===== src/shared/sscr_defs.svh =====
// Offsets, field positions, reset values and widths for the slot status and capability-2 slice.
// Assumes it is included by its bare name from any file that needs a constant.
`ifndef SSCR_DEFS_SVH
`define SSCR_DEFS_SVH

// ********************************
// Bus shape
// ********************************
`define SSCR_ADDR_W           12
`define SSCR_DATA_W           32

// ********************************
// Register offsets (byte addresses)
// ********************************
`define SSCR_OFS_SLOT         12'h0d8
`define SSCR_OFS_DEVCAP2      12'h0e4
`define SSCR_OFS_DEVCTL2      12'h0e8
`define SSCR_OFS_LINKCAP2     12'h0ec

// ********************************
// Slot control enables, low half of the slot word
// ********************************
`define SSCR_EN_ABP_BIT       0
`define SSCR_EN_PF_BIT        1
`define SSCR_EN_MRL_BIT       2
`define SSCR_EN_PDC_BIT       3
`define SSCR_EN_CC_BIT        4
`define SSCR_EN_HPI_BIT       5
`define SSCR_EN_DLL_BIT       12
`define SSCR_SLOTCTL_MASK     16'h103f
`define SSCR_SLOTCTL_RST      16'h0000

// ********************************
// Slot status, high half of the slot word
// ********************************
`define SSCR_ST_ABP_BIT       16
`define SSCR_ST_PF_BIT        17
`define SSCR_ST_MRLC_BIT      18
`define SSCR_ST_PDC_BIT       19
`define SSCR_ST_CC_BIT        20
`define SSCR_ST_MRLS_BIT      21
`define SSCR_ST_PRES_BIT      22
`define SSCR_ST_DLL_BIT       24

// ********************************
// Device capabilities 2, control 2, link capabilities 2
// ********************************
`define SSCR_CAP_LTR_BIT      11
`define SSCR_CAP_FCLTR_BIT    12
`define SSCR_CAP_OBFF_LSB     18
`define SSCR_CAP_FCLTR_RST    1'h0
`define SSCR_CAP_OBFF_RST     2'h0
`define SSCR_CTL_LTR_BIT      10
`define SSCR_CTL_OBFF_LSB     13
`define SSCR_CTL_OBFF_RST     2'h0
`define SSCR_ZERO_WORD        32'h0000_0000

`endif


===== src/shared/sscr_pkg.sv =====
// Types shared by the slot status and capability-2 register slice.
// Assumes sscr_defs.svh is on the include path.
`include "sscr_defs.svh"

package sscr_pkg;

	// ********************************
	// Carriers
	// ********************************
	// One configuration access as seen by the register file
	typedef struct packed {
		logic                      wr;
		logic                      rd;
		logic [`SSCR_ADDR_W-1:0]   addr;
		logic [`SSCR_DATA_W-1:0]   wdata;
	} sscr_cfg_req_t;

	// Synchronised sensor levels with their one-cycle edge pulses
	typedef struct packed {
		logic attn_rise;
		logic fault_rise;
		logic mrl_open;
		logic mrl_change;
		logic present;
		logic present_change;
	} sscr_slot_evt_t;

endpackage


===== src/rtl/sscr_regs.sv =====
// Slot status, device capabilities/control/status 2 and link capabilities 2 for a downstream port.
// Assumes configuration accesses arrive on core_clk_i, one strobe per cycle, never read and write together.
//
// Overview of operation
// - Attention button press sets sticky bit 16
// - Power fault latches bit 17, write-one clears
// - Latch sensor change sets read-only bit 18
// - Presence change latches bit 19, write-one clears
// - Finished hot-plug command sets bit 20
// - Bit 21 shows live latch sensor, open=1
// - Bit 22 shows card presence, present=1
// - No slot implemented: presence bit reads one
// - Link-active change sets bit 24, write-one clears
// - Capability bit 11 reads one, read-only
// - Flush/fill hint support bits 19:18, reset 00
// - Capability bit 12 resets zero, loadable default
// - Control bits 14:13 writable hint enable, reset 00
// - Interrupt needs event enable and global enable
`timescale 1ns/1ns
`include "sscr_defs.svh"

module sscr_regs (
	input  wire logic                     core_clk_i,
	input  wire logic                     srst_i,
	input  wire logic [`SSCR_ADDR_W-1:0]  addr_i,
	input  wire logic [`SSCR_DATA_W-1:0]  wdata_i,
	input  wire logic                     wr_i,
	input  wire logic                     rd_i,
	output logic      [`SSCR_DATA_W-1:0]  rdata_o,
	input  wire logic                     attn_button_i,
	input  wire logic                     power_fault_i,
	input  wire logic                     mrl_open_i,
	input  wire logic                     card_present_i,
	input  wire logic                     cmd_done_i,
	input  wire logic                     link_active_i,
	input  wire logic                     slot_implemented_i,
	input  wire logic                     cap_load_i,
	input  wire logic                     cap_fc_ltr_i,
	input  wire logic [1:0]               cap_obff_i,
	output logic                          hp_irq_o,
	output logic                          ltr_en_o,
	output logic      [1:0]               obff_en_o
);

	// ********************************
	// Access decode
	// ********************************
	sscr_pkg::sscr_cfg_req_t req;
	sscr_pkg::sscr_slot_evt_t evt;
	logic                     hit_slot;
	logic                     hit_cap2;
	logic                     hit_ctl2;
	logic                     hit_lcap2;
	logic                     wr_slot;
	logic                     wr_ctl2;

	// Bundle the bus inputs so decode reads one carrier
	assign req.wr    = wr_i;
	assign req.rd    = rd_i;
	assign req.addr  = addr_i;
	assign req.wdata = wdata_i;

	assign hit_slot  = (req.addr == `SSCR_OFS_SLOT);
	assign hit_cap2  = (req.addr == `SSCR_OFS_DEVCAP2);
	assign hit_ctl2  = (req.addr == `SSCR_OFS_DEVCTL2);
	assign hit_lcap2 = (req.addr == `SSCR_OFS_LINKCAP2);
	assign wr_slot   = req.wr & hit_slot;
	assign wr_ctl2   = req.wr & hit_ctl2;

	// ********************************
	// Sensor pins
	// ********************************
	// Pins come from the slot and are asynchronous, so each passes two flops first
	sscr_pin_sync u_sync_attn (
		.core_clk_i (core_clk_i),
		.srst_i     (srst_i),
		.pin_i      (attn_button_i),
		.level_o    (),
		.rise_o     (evt.attn_rise),
		.change_o   ()
	);

	sscr_pin_sync u_sync_fault (
		.core_clk_i (core_clk_i),
		.srst_i     (srst_i),
		.pin_i      (power_fault_i),
		.level_o    (),
		.rise_o     (evt.fault_rise),
		.change_o   ()
	);

	sscr_pin_sync u_sync_mrl (
		.core_clk_i (core_clk_i),
		.srst_i     (srst_i),
		.pin_i      (mrl_open_i),
		.level_o    (evt.mrl_open),
		.rise_o     (),
		.change_o   (evt.mrl_change)
	);

	sscr_pin_sync u_sync_pres (
		.core_clk_i (core_clk_i),
		.srst_i     (srst_i),
		.pin_i      (card_present_i),
		.level_o    (evt.present),
		.rise_o     (),
		.change_o   (evt.present_change)
	);

	// Link-active comes from the same clock domain, so a single history flop is enough
	logic link_active_prev;
	logic link_change;

	always_ff @(posedge core_clk_i) begin
		if (srst_i) begin
			link_active_prev <= 1'b0;
		end else begin
			link_active_prev <= link_active_i;
		end
	end

	assign link_change = link_active_i ^ link_active_prev;

	// ********************************
	// Slot status event flags
	// ********************************
	logic st_abp;
	logic st_pf;
	logic st_mrlc;
	logic st_pdc;
	logic st_cc;
	logic st_dll;

	sscr_sticky_bit u_st_abp (
		.core_clk_i (core_clk_i),
		.srst_i     (srst_i),
		.set_i      (evt.attn_rise),
		.clr_i      (wr_slot & req.wdata[`SSCR_ST_ABP_BIT]),
		.flag_o     (st_abp)
	);

	sscr_sticky_bit u_st_pf (
		.core_clk_i (core_clk_i),
		.srst_i     (srst_i),
		.set_i      (evt.fault_rise),
		.clr_i      (wr_slot & req.wdata[`SSCR_ST_PF_BIT]),
		.flag_o     (st_pf)
	);

	// Read-only change flag: software cannot clear it, only reset does
	sscr_sticky_bit u_st_mrlc (
		.core_clk_i (core_clk_i),
		.srst_i     (srst_i),
		.set_i      (evt.mrl_change),
		.clr_i      (1'b0),
		.flag_o     (st_mrlc)
	);

	sscr_sticky_bit u_st_pdc (
		.core_clk_i (core_clk_i),
		.srst_i     (srst_i),
		.set_i      (evt.present_change),
		.clr_i      (wr_slot & req.wdata[`SSCR_ST_PDC_BIT]),
		.flag_o     (st_pdc)
	);

	sscr_sticky_bit u_st_cc (
		.core_clk_i (core_clk_i),
		.srst_i     (srst_i),
		.set_i      (cmd_done_i),
		.clr_i      (wr_slot & req.wdata[`SSCR_ST_CC_BIT]),
		.flag_o     (st_cc)
	);

	sscr_sticky_bit u_st_dll (
		.core_clk_i (core_clk_i),
		.srst_i     (srst_i),
		.set_i      (link_change),
		.clr_i      (wr_slot & req.wdata[`SSCR_ST_DLL_BIT]),
		.flag_o     (st_dll)
	);

	// ********************************
	// Slot control enables and interrupt
	// ********************************
	logic [15:0] slot_ctl;

	// Only the enable bits are held; the rest of the control half belongs elsewhere
	always_ff @(posedge core_clk_i) begin
		if (srst_i) begin
			slot_ctl <= `SSCR_SLOTCTL_RST;
		end else if (wr_slot) begin
			slot_ctl <= req.wdata[15:0] & `SSCR_SLOTCTL_MASK;
		end
	end

	// Level interrupt: drops as soon as software clears the flag or an enable
	assign hp_irq_o = slot_ctl[`SSCR_EN_HPI_BIT] &
		((st_abp & slot_ctl[`SSCR_EN_ABP_BIT]) |
		 (st_pf  & slot_ctl[`SSCR_EN_PF_BIT])  |
		 (st_mrlc & slot_ctl[`SSCR_EN_MRL_BIT]) |
		 (st_pdc & slot_ctl[`SSCR_EN_PDC_BIT]) |
		 (st_cc  & slot_ctl[`SSCR_EN_CC_BIT])  |
		 (st_dll & slot_ctl[`SSCR_EN_DLL_BIT]));

	// ********************************
	// Capabilities 2 and control 2
	// ********************************
	logic       cap_fc_ltr;
	logic [1:0] cap_obff;
	logic       ctl_ltr_en;
	logic [1:0] ctl_obff_en;

	// Defaults may be replaced by the side-band loader; software never writes them
	always_ff @(posedge core_clk_i) begin
		if (srst_i) begin
			cap_fc_ltr <= `SSCR_CAP_FCLTR_RST;
			cap_obff   <= `SSCR_CAP_OBFF_RST;
		end else if (cap_load_i) begin
			cap_fc_ltr <= cap_fc_ltr_i;
			cap_obff   <= cap_obff_i;
		end
	end

	// Writable enables; all other control bits are dropped on write
	always_ff @(posedge core_clk_i) begin
		if (srst_i) begin
			ctl_ltr_en  <= 1'b0;
			ctl_obff_en <= `SSCR_CTL_OBFF_RST;
		end else if (wr_ctl2) begin
			ctl_ltr_en  <= req.wdata[`SSCR_CTL_LTR_BIT];
			ctl_obff_en <= req.wdata[`SSCR_CTL_OBFF_LSB +: 2];
		end
	end

	assign ltr_en_o  = ctl_ltr_en;
	assign obff_en_o = ctl_obff_en;

	// ********************************
	// Read path
	// ********************************
	logic [`SSCR_DATA_W-1:0] next_rdata;
	logic                    pres_rd;

	// Without a slot the presence bit is forced so software sees a card
	assign pres_rd = slot_implemented_i ? evt.present : 1'b1;

	// Unmapped addresses and reserved bits read zero
	always_comb begin
		next_rdata = `SSCR_ZERO_WORD;
		if (hit_slot) begin
			next_rdata[15:0]              = slot_ctl;
			next_rdata[`SSCR_ST_ABP_BIT]  = st_abp;
			next_rdata[`SSCR_ST_PF_BIT]   = st_pf;
			next_rdata[`SSCR_ST_MRLC_BIT] = st_mrlc;
			next_rdata[`SSCR_ST_PDC_BIT]  = st_pdc;
			next_rdata[`SSCR_ST_CC_BIT]   = st_cc;
			next_rdata[`SSCR_ST_MRLS_BIT] = evt.mrl_open;
			next_rdata[`SSCR_ST_PRES_BIT] = pres_rd;
			next_rdata[`SSCR_ST_DLL_BIT]  = st_dll;
		end else if (hit_cap2) begin
			next_rdata[`SSCR_CAP_LTR_BIT]        = 1'b1;
			next_rdata[`SSCR_CAP_FCLTR_BIT]      = cap_fc_ltr;
			next_rdata[`SSCR_CAP_OBFF_LSB +: 2]  = cap_obff;
		end else if (hit_ctl2) begin
			next_rdata[`SSCR_CTL_LTR_BIT]        = ctl_ltr_en;
			next_rdata[`SSCR_CTL_OBFF_LSB +: 2]  = ctl_obff_en;
		end
	end

	// Data stands only in the cycle after the read strobe
	always_ff @(posedge core_clk_i) begin
		if (srst_i) begin
			rdata_o <= `SSCR_ZERO_WORD;
		end else if (req.rd) begin
			rdata_o <= next_rdata;
		end else begin
			rdata_o <= `SSCR_ZERO_WORD;
		end
	end
endmodule


===== src/rtl/sscr_pin_sync.sv =====
// Two-flop synchroniser with rise and change pulses for one slot sensor pin.
// Assumes the pin is asynchronous to core_clk_i and the reset is synchronous.
`timescale 1ns/1ns

module sscr_pin_sync (
	input  wire logic core_clk_i,
	input  wire logic srst_i,
	input  wire logic pin_i,
	output logic      level_o,
	output logic      rise_o,
	output logic      change_o
);

	logic meta;
	logic stable;
	logic prev;

	// First flop feeds only the second one, so no metastable value reaches logic
	always_ff @(posedge core_clk_i) begin
		if (srst_i) begin
			meta   <= 1'b0;
			stable <= 1'b0;
			prev   <= 1'b0;
		end else begin
			meta   <= pin_i;
			stable <= meta;
			prev   <= stable;
		end
	end

	// Edge pulses compare the settled level with its previous sample
	assign level_o  = stable;
	assign rise_o   = stable & ~prev;
	assign change_o = stable ^ prev;

endmodule


===== src/rtl/sscr_sticky_bit.sv =====
// One sticky event flag, set by hardware and optionally cleared by writing one.
// Assumes set_i and clr_i are single-cycle terms on core_clk_i.
`timescale 1ns/1ns

module sscr_sticky_bit (
	input  wire logic core_clk_i,
	input  wire logic srst_i,
	input  wire logic set_i,
	input  wire logic clr_i,
	output logic      flag_o
);

	// Set wins over clear so an event landing on the clear cycle is kept
	always_ff @(posedge core_clk_i) begin
		if (srst_i) begin
			flag_o <= 1'b0;
		end else begin
			flag_o <= set_i | (flag_o & ~clr_i);
		end
	end

endmodule


===== config.mk =====
export PLATFORM = sky130hd
export DESIGN_NAME = sscr_regs
export DESIGN_NICKNAME = d
export VERILOG_FILES = /design/src/shared/sscr_pkg.sv /design/src/rtl/sscr_regs.sv /design/src/rtl/sscr_pin_sync.sv /design/src/rtl/sscr_sticky_bit.sv
export VERILOG_INCLUDE_DIRS = /design/src /design/src/shared
export SDC_FILE = /design/constraint.sdc
export NUM_CORES = 1
export LEC_CHECK = 0
export ABC_AREA = 1
export BUFFER_PORTS_ARGS = -buffer_cell sky130_fd_sc_hd__clkbuf_2
export CORE_MARGIN = 5
export CORE_UTILIZATION = 46
export CTS_CLUSTER_DIAMETER = 30
export DETAILED_ROUTE_END_ITERATION = 7
export PLACE_DENSITY_LB_ADDON = 0.15
export SLEW_MARGIN = 30
export SYNTH_ARGS = -nofsm -noshare
export SYNTH_HDL_FRONTEND = slang
export SYNTH_SLANG_ARGS = --single-unit

===== constraint.sdc =====
create_clock -name core_clk_i -period 1.6 [get_ports core_clk_i]
set_clock_uncertainty 0.15 [all_clocks]
set_input_delay 0.32 -clock core_clk_i [delete_from_list [all_inputs] [get_ports core_clk_i]]
set_output_delay 0.32 -clock core_clk_i [all_outputs]
set_load 0.1 [all_outputs]

==> run_results.csv <==
group,metric,value,unit
route,drt_first_pass_iters,4,
die,rows,24,
route,vias_per_cell,4.36,
logic_synthesis,synth_flop_cell,"dfxtp_1",
die,dieArea,5790,um^2
cells_and_area,nets,377,
clocking,worst_skew_pair.late_latency,0.30,ns
critical_path,r2r_slack,0.62,ns
cells_and_area,stdcell_area,2550,um^2
power_and_ir_drop,clkPwrFrac,0.309,
critical_path,cp_max_fo,3,
die,initial_utilization,0.468,
cells_and_area,syn_to_final_growth,26.9,%
global_routing,grt_pass1_wl,6610,um
logic_synthesis,yosys-top-cells-count,"51 x dfxtp_1, 45 x nor2_1, 39 x nand2_1, 37 x inv_1, 13 x buf_4",
critical_path,critPathCapture,"hp_irq_o",
place,gp_congestion,0.772,
critical_path,startpoint,"slot_ctl[4]",
global_routing,antenna_found_initial,0,
logic_synthesis,syn_inst,243,
power_and_ir_drop,powerDensity,903,nW/um^2
cells_and_area,n_antenna_cell,0,
timing,post-route-period-util,1.10,
place,dpl_worst_slack,0.0146,ns
min_path,min_path_type,"input pin to register",
global_routing,grt_remaining_overflow,0,
logic_synthesis,syn_avg_cell_area,8.27,um^2
logic_synthesis,yosysMostFrequentCell,"dfxtp_1",
timing,rsz0062_at_grt,"true",
route,drc_errors,0,
clocking,cts_tree,"yes",
power_and_ir_drop,swShare,0.273,
timing,period_needed,1.77,ns
place,dp_hpwl,3060,um
critical_path,worst_ep_arrival_time,1.30,ns
logic_synthesis,synth_cell_type_count,26,
route,routedWlPerCell,10.3,um
logic_synthesis,syn_area,2010,um^2
logic_synthesis,ys_seq_elements,51,
place,io_buffers,64,
logic_synthesis,async_reset_ff_frac,0,
clocking,h-tree-depth,2,
global_routing,grt_usage,0.138,
run,maxCapViolCount,0,
critical_path,end_kind,"output port",
clocking,root_buffer,"clkbuf_8",
critical_path,crit_buf_inv,3,
power_and_ir_drop,p_seq_frac,0.571,
power_and_ir_drop,vdd_drop_max,579,uV
place,place_inst,362,
logic_synthesis,yosys-top-cells-area,"dfxtp_1 51%, nor2_1 8.4%, nand2_1 7.3%",
logic_synthesis,yosysTopAreaCell,"dfxtp_1",
die,die_h,76.1,um
critical_path,cpMostUsedCell,"inv_1",
logic_synthesis,ys_seq_area_frac,0.508,
clocking,cts.clk_slew.worst_paths,0.09,ns
critical_path,worstPathCellList,"inv_1 -> o22ai_1 -> inv_1 -> a21oi_4 -> buf_12",
run_status,status,"finished with violations",
clocking,clock_sinks,51,
global_routing,grt_max_degree,19,
place,place_area,2440,um^2
logic_synthesis,yosysTopAreaCellShare,0.508,
timing,setup_tns,-0.165,ns
critical_path,crit_type,"register to output port",
logic_synthesis,synth_warnings,0,
critical_path,max_stage_delay,0.32,ns
route,final_antenna_net_count,0,
power_and_ir_drop,pwr-share-comb,0.120,
power_and_ir_drop,p_leak,1.30,nW
clocking,clk_path_buf_depth,2,
global_routing,grt_pass1_vias,1531,
timing,hold_viol_final,0,
critical_path,r2r-start,"u_st_mrlc.flag_o",
critical_path,cp_data_required_time,1.13,ns
die,num_io_pins,95,
critical_path,worstRegToRegCells,5,
cells_and_area,layout-drive-gt1-share,0.342,
critical_path,crit_slowest_cell,"dfxtp_1",
logic_synthesis,synth_edf_count,0,
route,initialDrtViolationCount,82,
timing,layout_setup_ws,-0.165,ns
cells_and_area,instances_no_fill,371,
route,vias,1617,
timing,setup_viol,1,
cells_and_area,fill_cells,404,
critical_path,crit_family,"buffers and inverters",
die,core,4290,um^2
timing,max_freq,566,MHz
clocking,cts_buffers,5,
route,wl,3820,um
power_and_ir_drop,p_switching,0.000629,W
die,fp.dieW,76.1,um
critical_path,cp-start-kind,"register",
critical_path,cp.depth,5,
critical_path,r2r-end,"u_st_mrlc.flag_o",
power_and_ir_drop,power.internal,0.00167,W
cells_and_area,fin_util,0.594,
timing,final_max_slew_viol_count,0,
run_status,violations,"setup timing",
cell usage in the layout (no fill, tap or decap), drive strengths merged, types with 2 or more instances in the layout:
cell / Yosys / layout
nor2: 60 / 60
nand4: 9 / 9
a21oi: 6 / 6
xnor2: 2 / 2
nand3: 6 / 6
o21ai: 7 / 7
inv: 39 / 39
clkbuf: 1 / 47
dfxtp: 51 / 51
conb: 1 / 13
buf: 16 / 32
nand2: 41 / 41
area by class of cell:
cell class | count | area (um^2) | share of cell area
inverters | 39 | 146 | 0.0574
clock inverters | 2 | 12.5 | 0.00491
clock buffers | 6 | 72.6 | 0.0285
multi-input cells | 148 | 767 | 0.301
well taps | 52 | 65.1 | 0.0255
flip-flops and latches | 51 | 1030 | 0.403
repair buffers | 73 | 458 | 0.180
kinds of logic after synthesis:
kind of cell | Yosys count | share of synthesized area
XOR/XNOR | 2 | 0.00872
AND/OR/NAND/NOR | 118 | 0.300
buffers and inverters | 56 | 0.141
AO/OA/AOI/OAI | 15 | 0.0399
other | 1 | 0.00187
flip-flops | 51 | 0.508
tightest hold or removal path, cell delays in order:
cell	delay [ns]
clkbuf_2	0.08
inv_1	0.04
nor2_1	0.03
repair_timing:
| action | CTS | global route |
|---|---|---|
| resized for setup | 5 | 1 |
| cloned | 0 | 0 |
| pin swaps | 4 | 2 |
| buffers inserted | 1 | 0 |
| hold buffers | 0 | 0 |
| setup endpoints to repair | 1 | 1 |
state kept, by name, summed over array words and instances (netlist names), 2 cells and up:
name	count
rdata_o	19
cap_obff	2
slot_ctl	7
obff_en_o	2
power groups by stage:
stage                     Clock (W)  Sequential (W)  Combinational [W]
after CTS                  0.000728         0.00131           0.000278
after global routing       0.000790         0.00132           0.000299
after floorplan                   0         0.00134           0.000224
after detailed placement          0         0.00134           0.000274
after global placement            0         0.00134           0.000271
final                      0.000711         0.00131           0.000277
per-stage QoR:
step / total power [W] / hold WS [ns]
floorplan: 0.00156 / 0.232
global placement: 0.00161 / 0.239
detailed placement: 0.00162 / 0.242
CTS: 0.00232 / 0.0385
global route: 0.00241 / 0.0435
finish: 0.00230 / 0.0458
layer usage:
layer / part of all wire / GRT usage / vias up
met2: 0.48 / 0.227 / 46
met3: 0.069 / 0.0544 / 6
met4: 0.012 / 0.0455 / 0
li1: - / - / 856
met1: 0.44 / 0.164 / 709
met5: 0 / 0 / -
how the worst min path moves through the flow:
stage | from | to | slack (ns) | cells after the start
after floorplan | srst_i | u_st_cc.flag_o | 0.23 | 1
after global placement | u_sync_pres.meta | u_sync_pres.level_o | 0.24 | 2
after detailed placement | u_sync_pres.meta | u_sync_pres.level_o | 0.24 | 2
after CTS | slot_implemented_i | rdata_o[22] | 0.04 | 2
after global routing | attn_button_i | u_sync_attn.meta | 0.04 | 3
final | card_present_i | u_sync_pres.meta | 0.05 | 3
(Power assumes the default switching activity.)
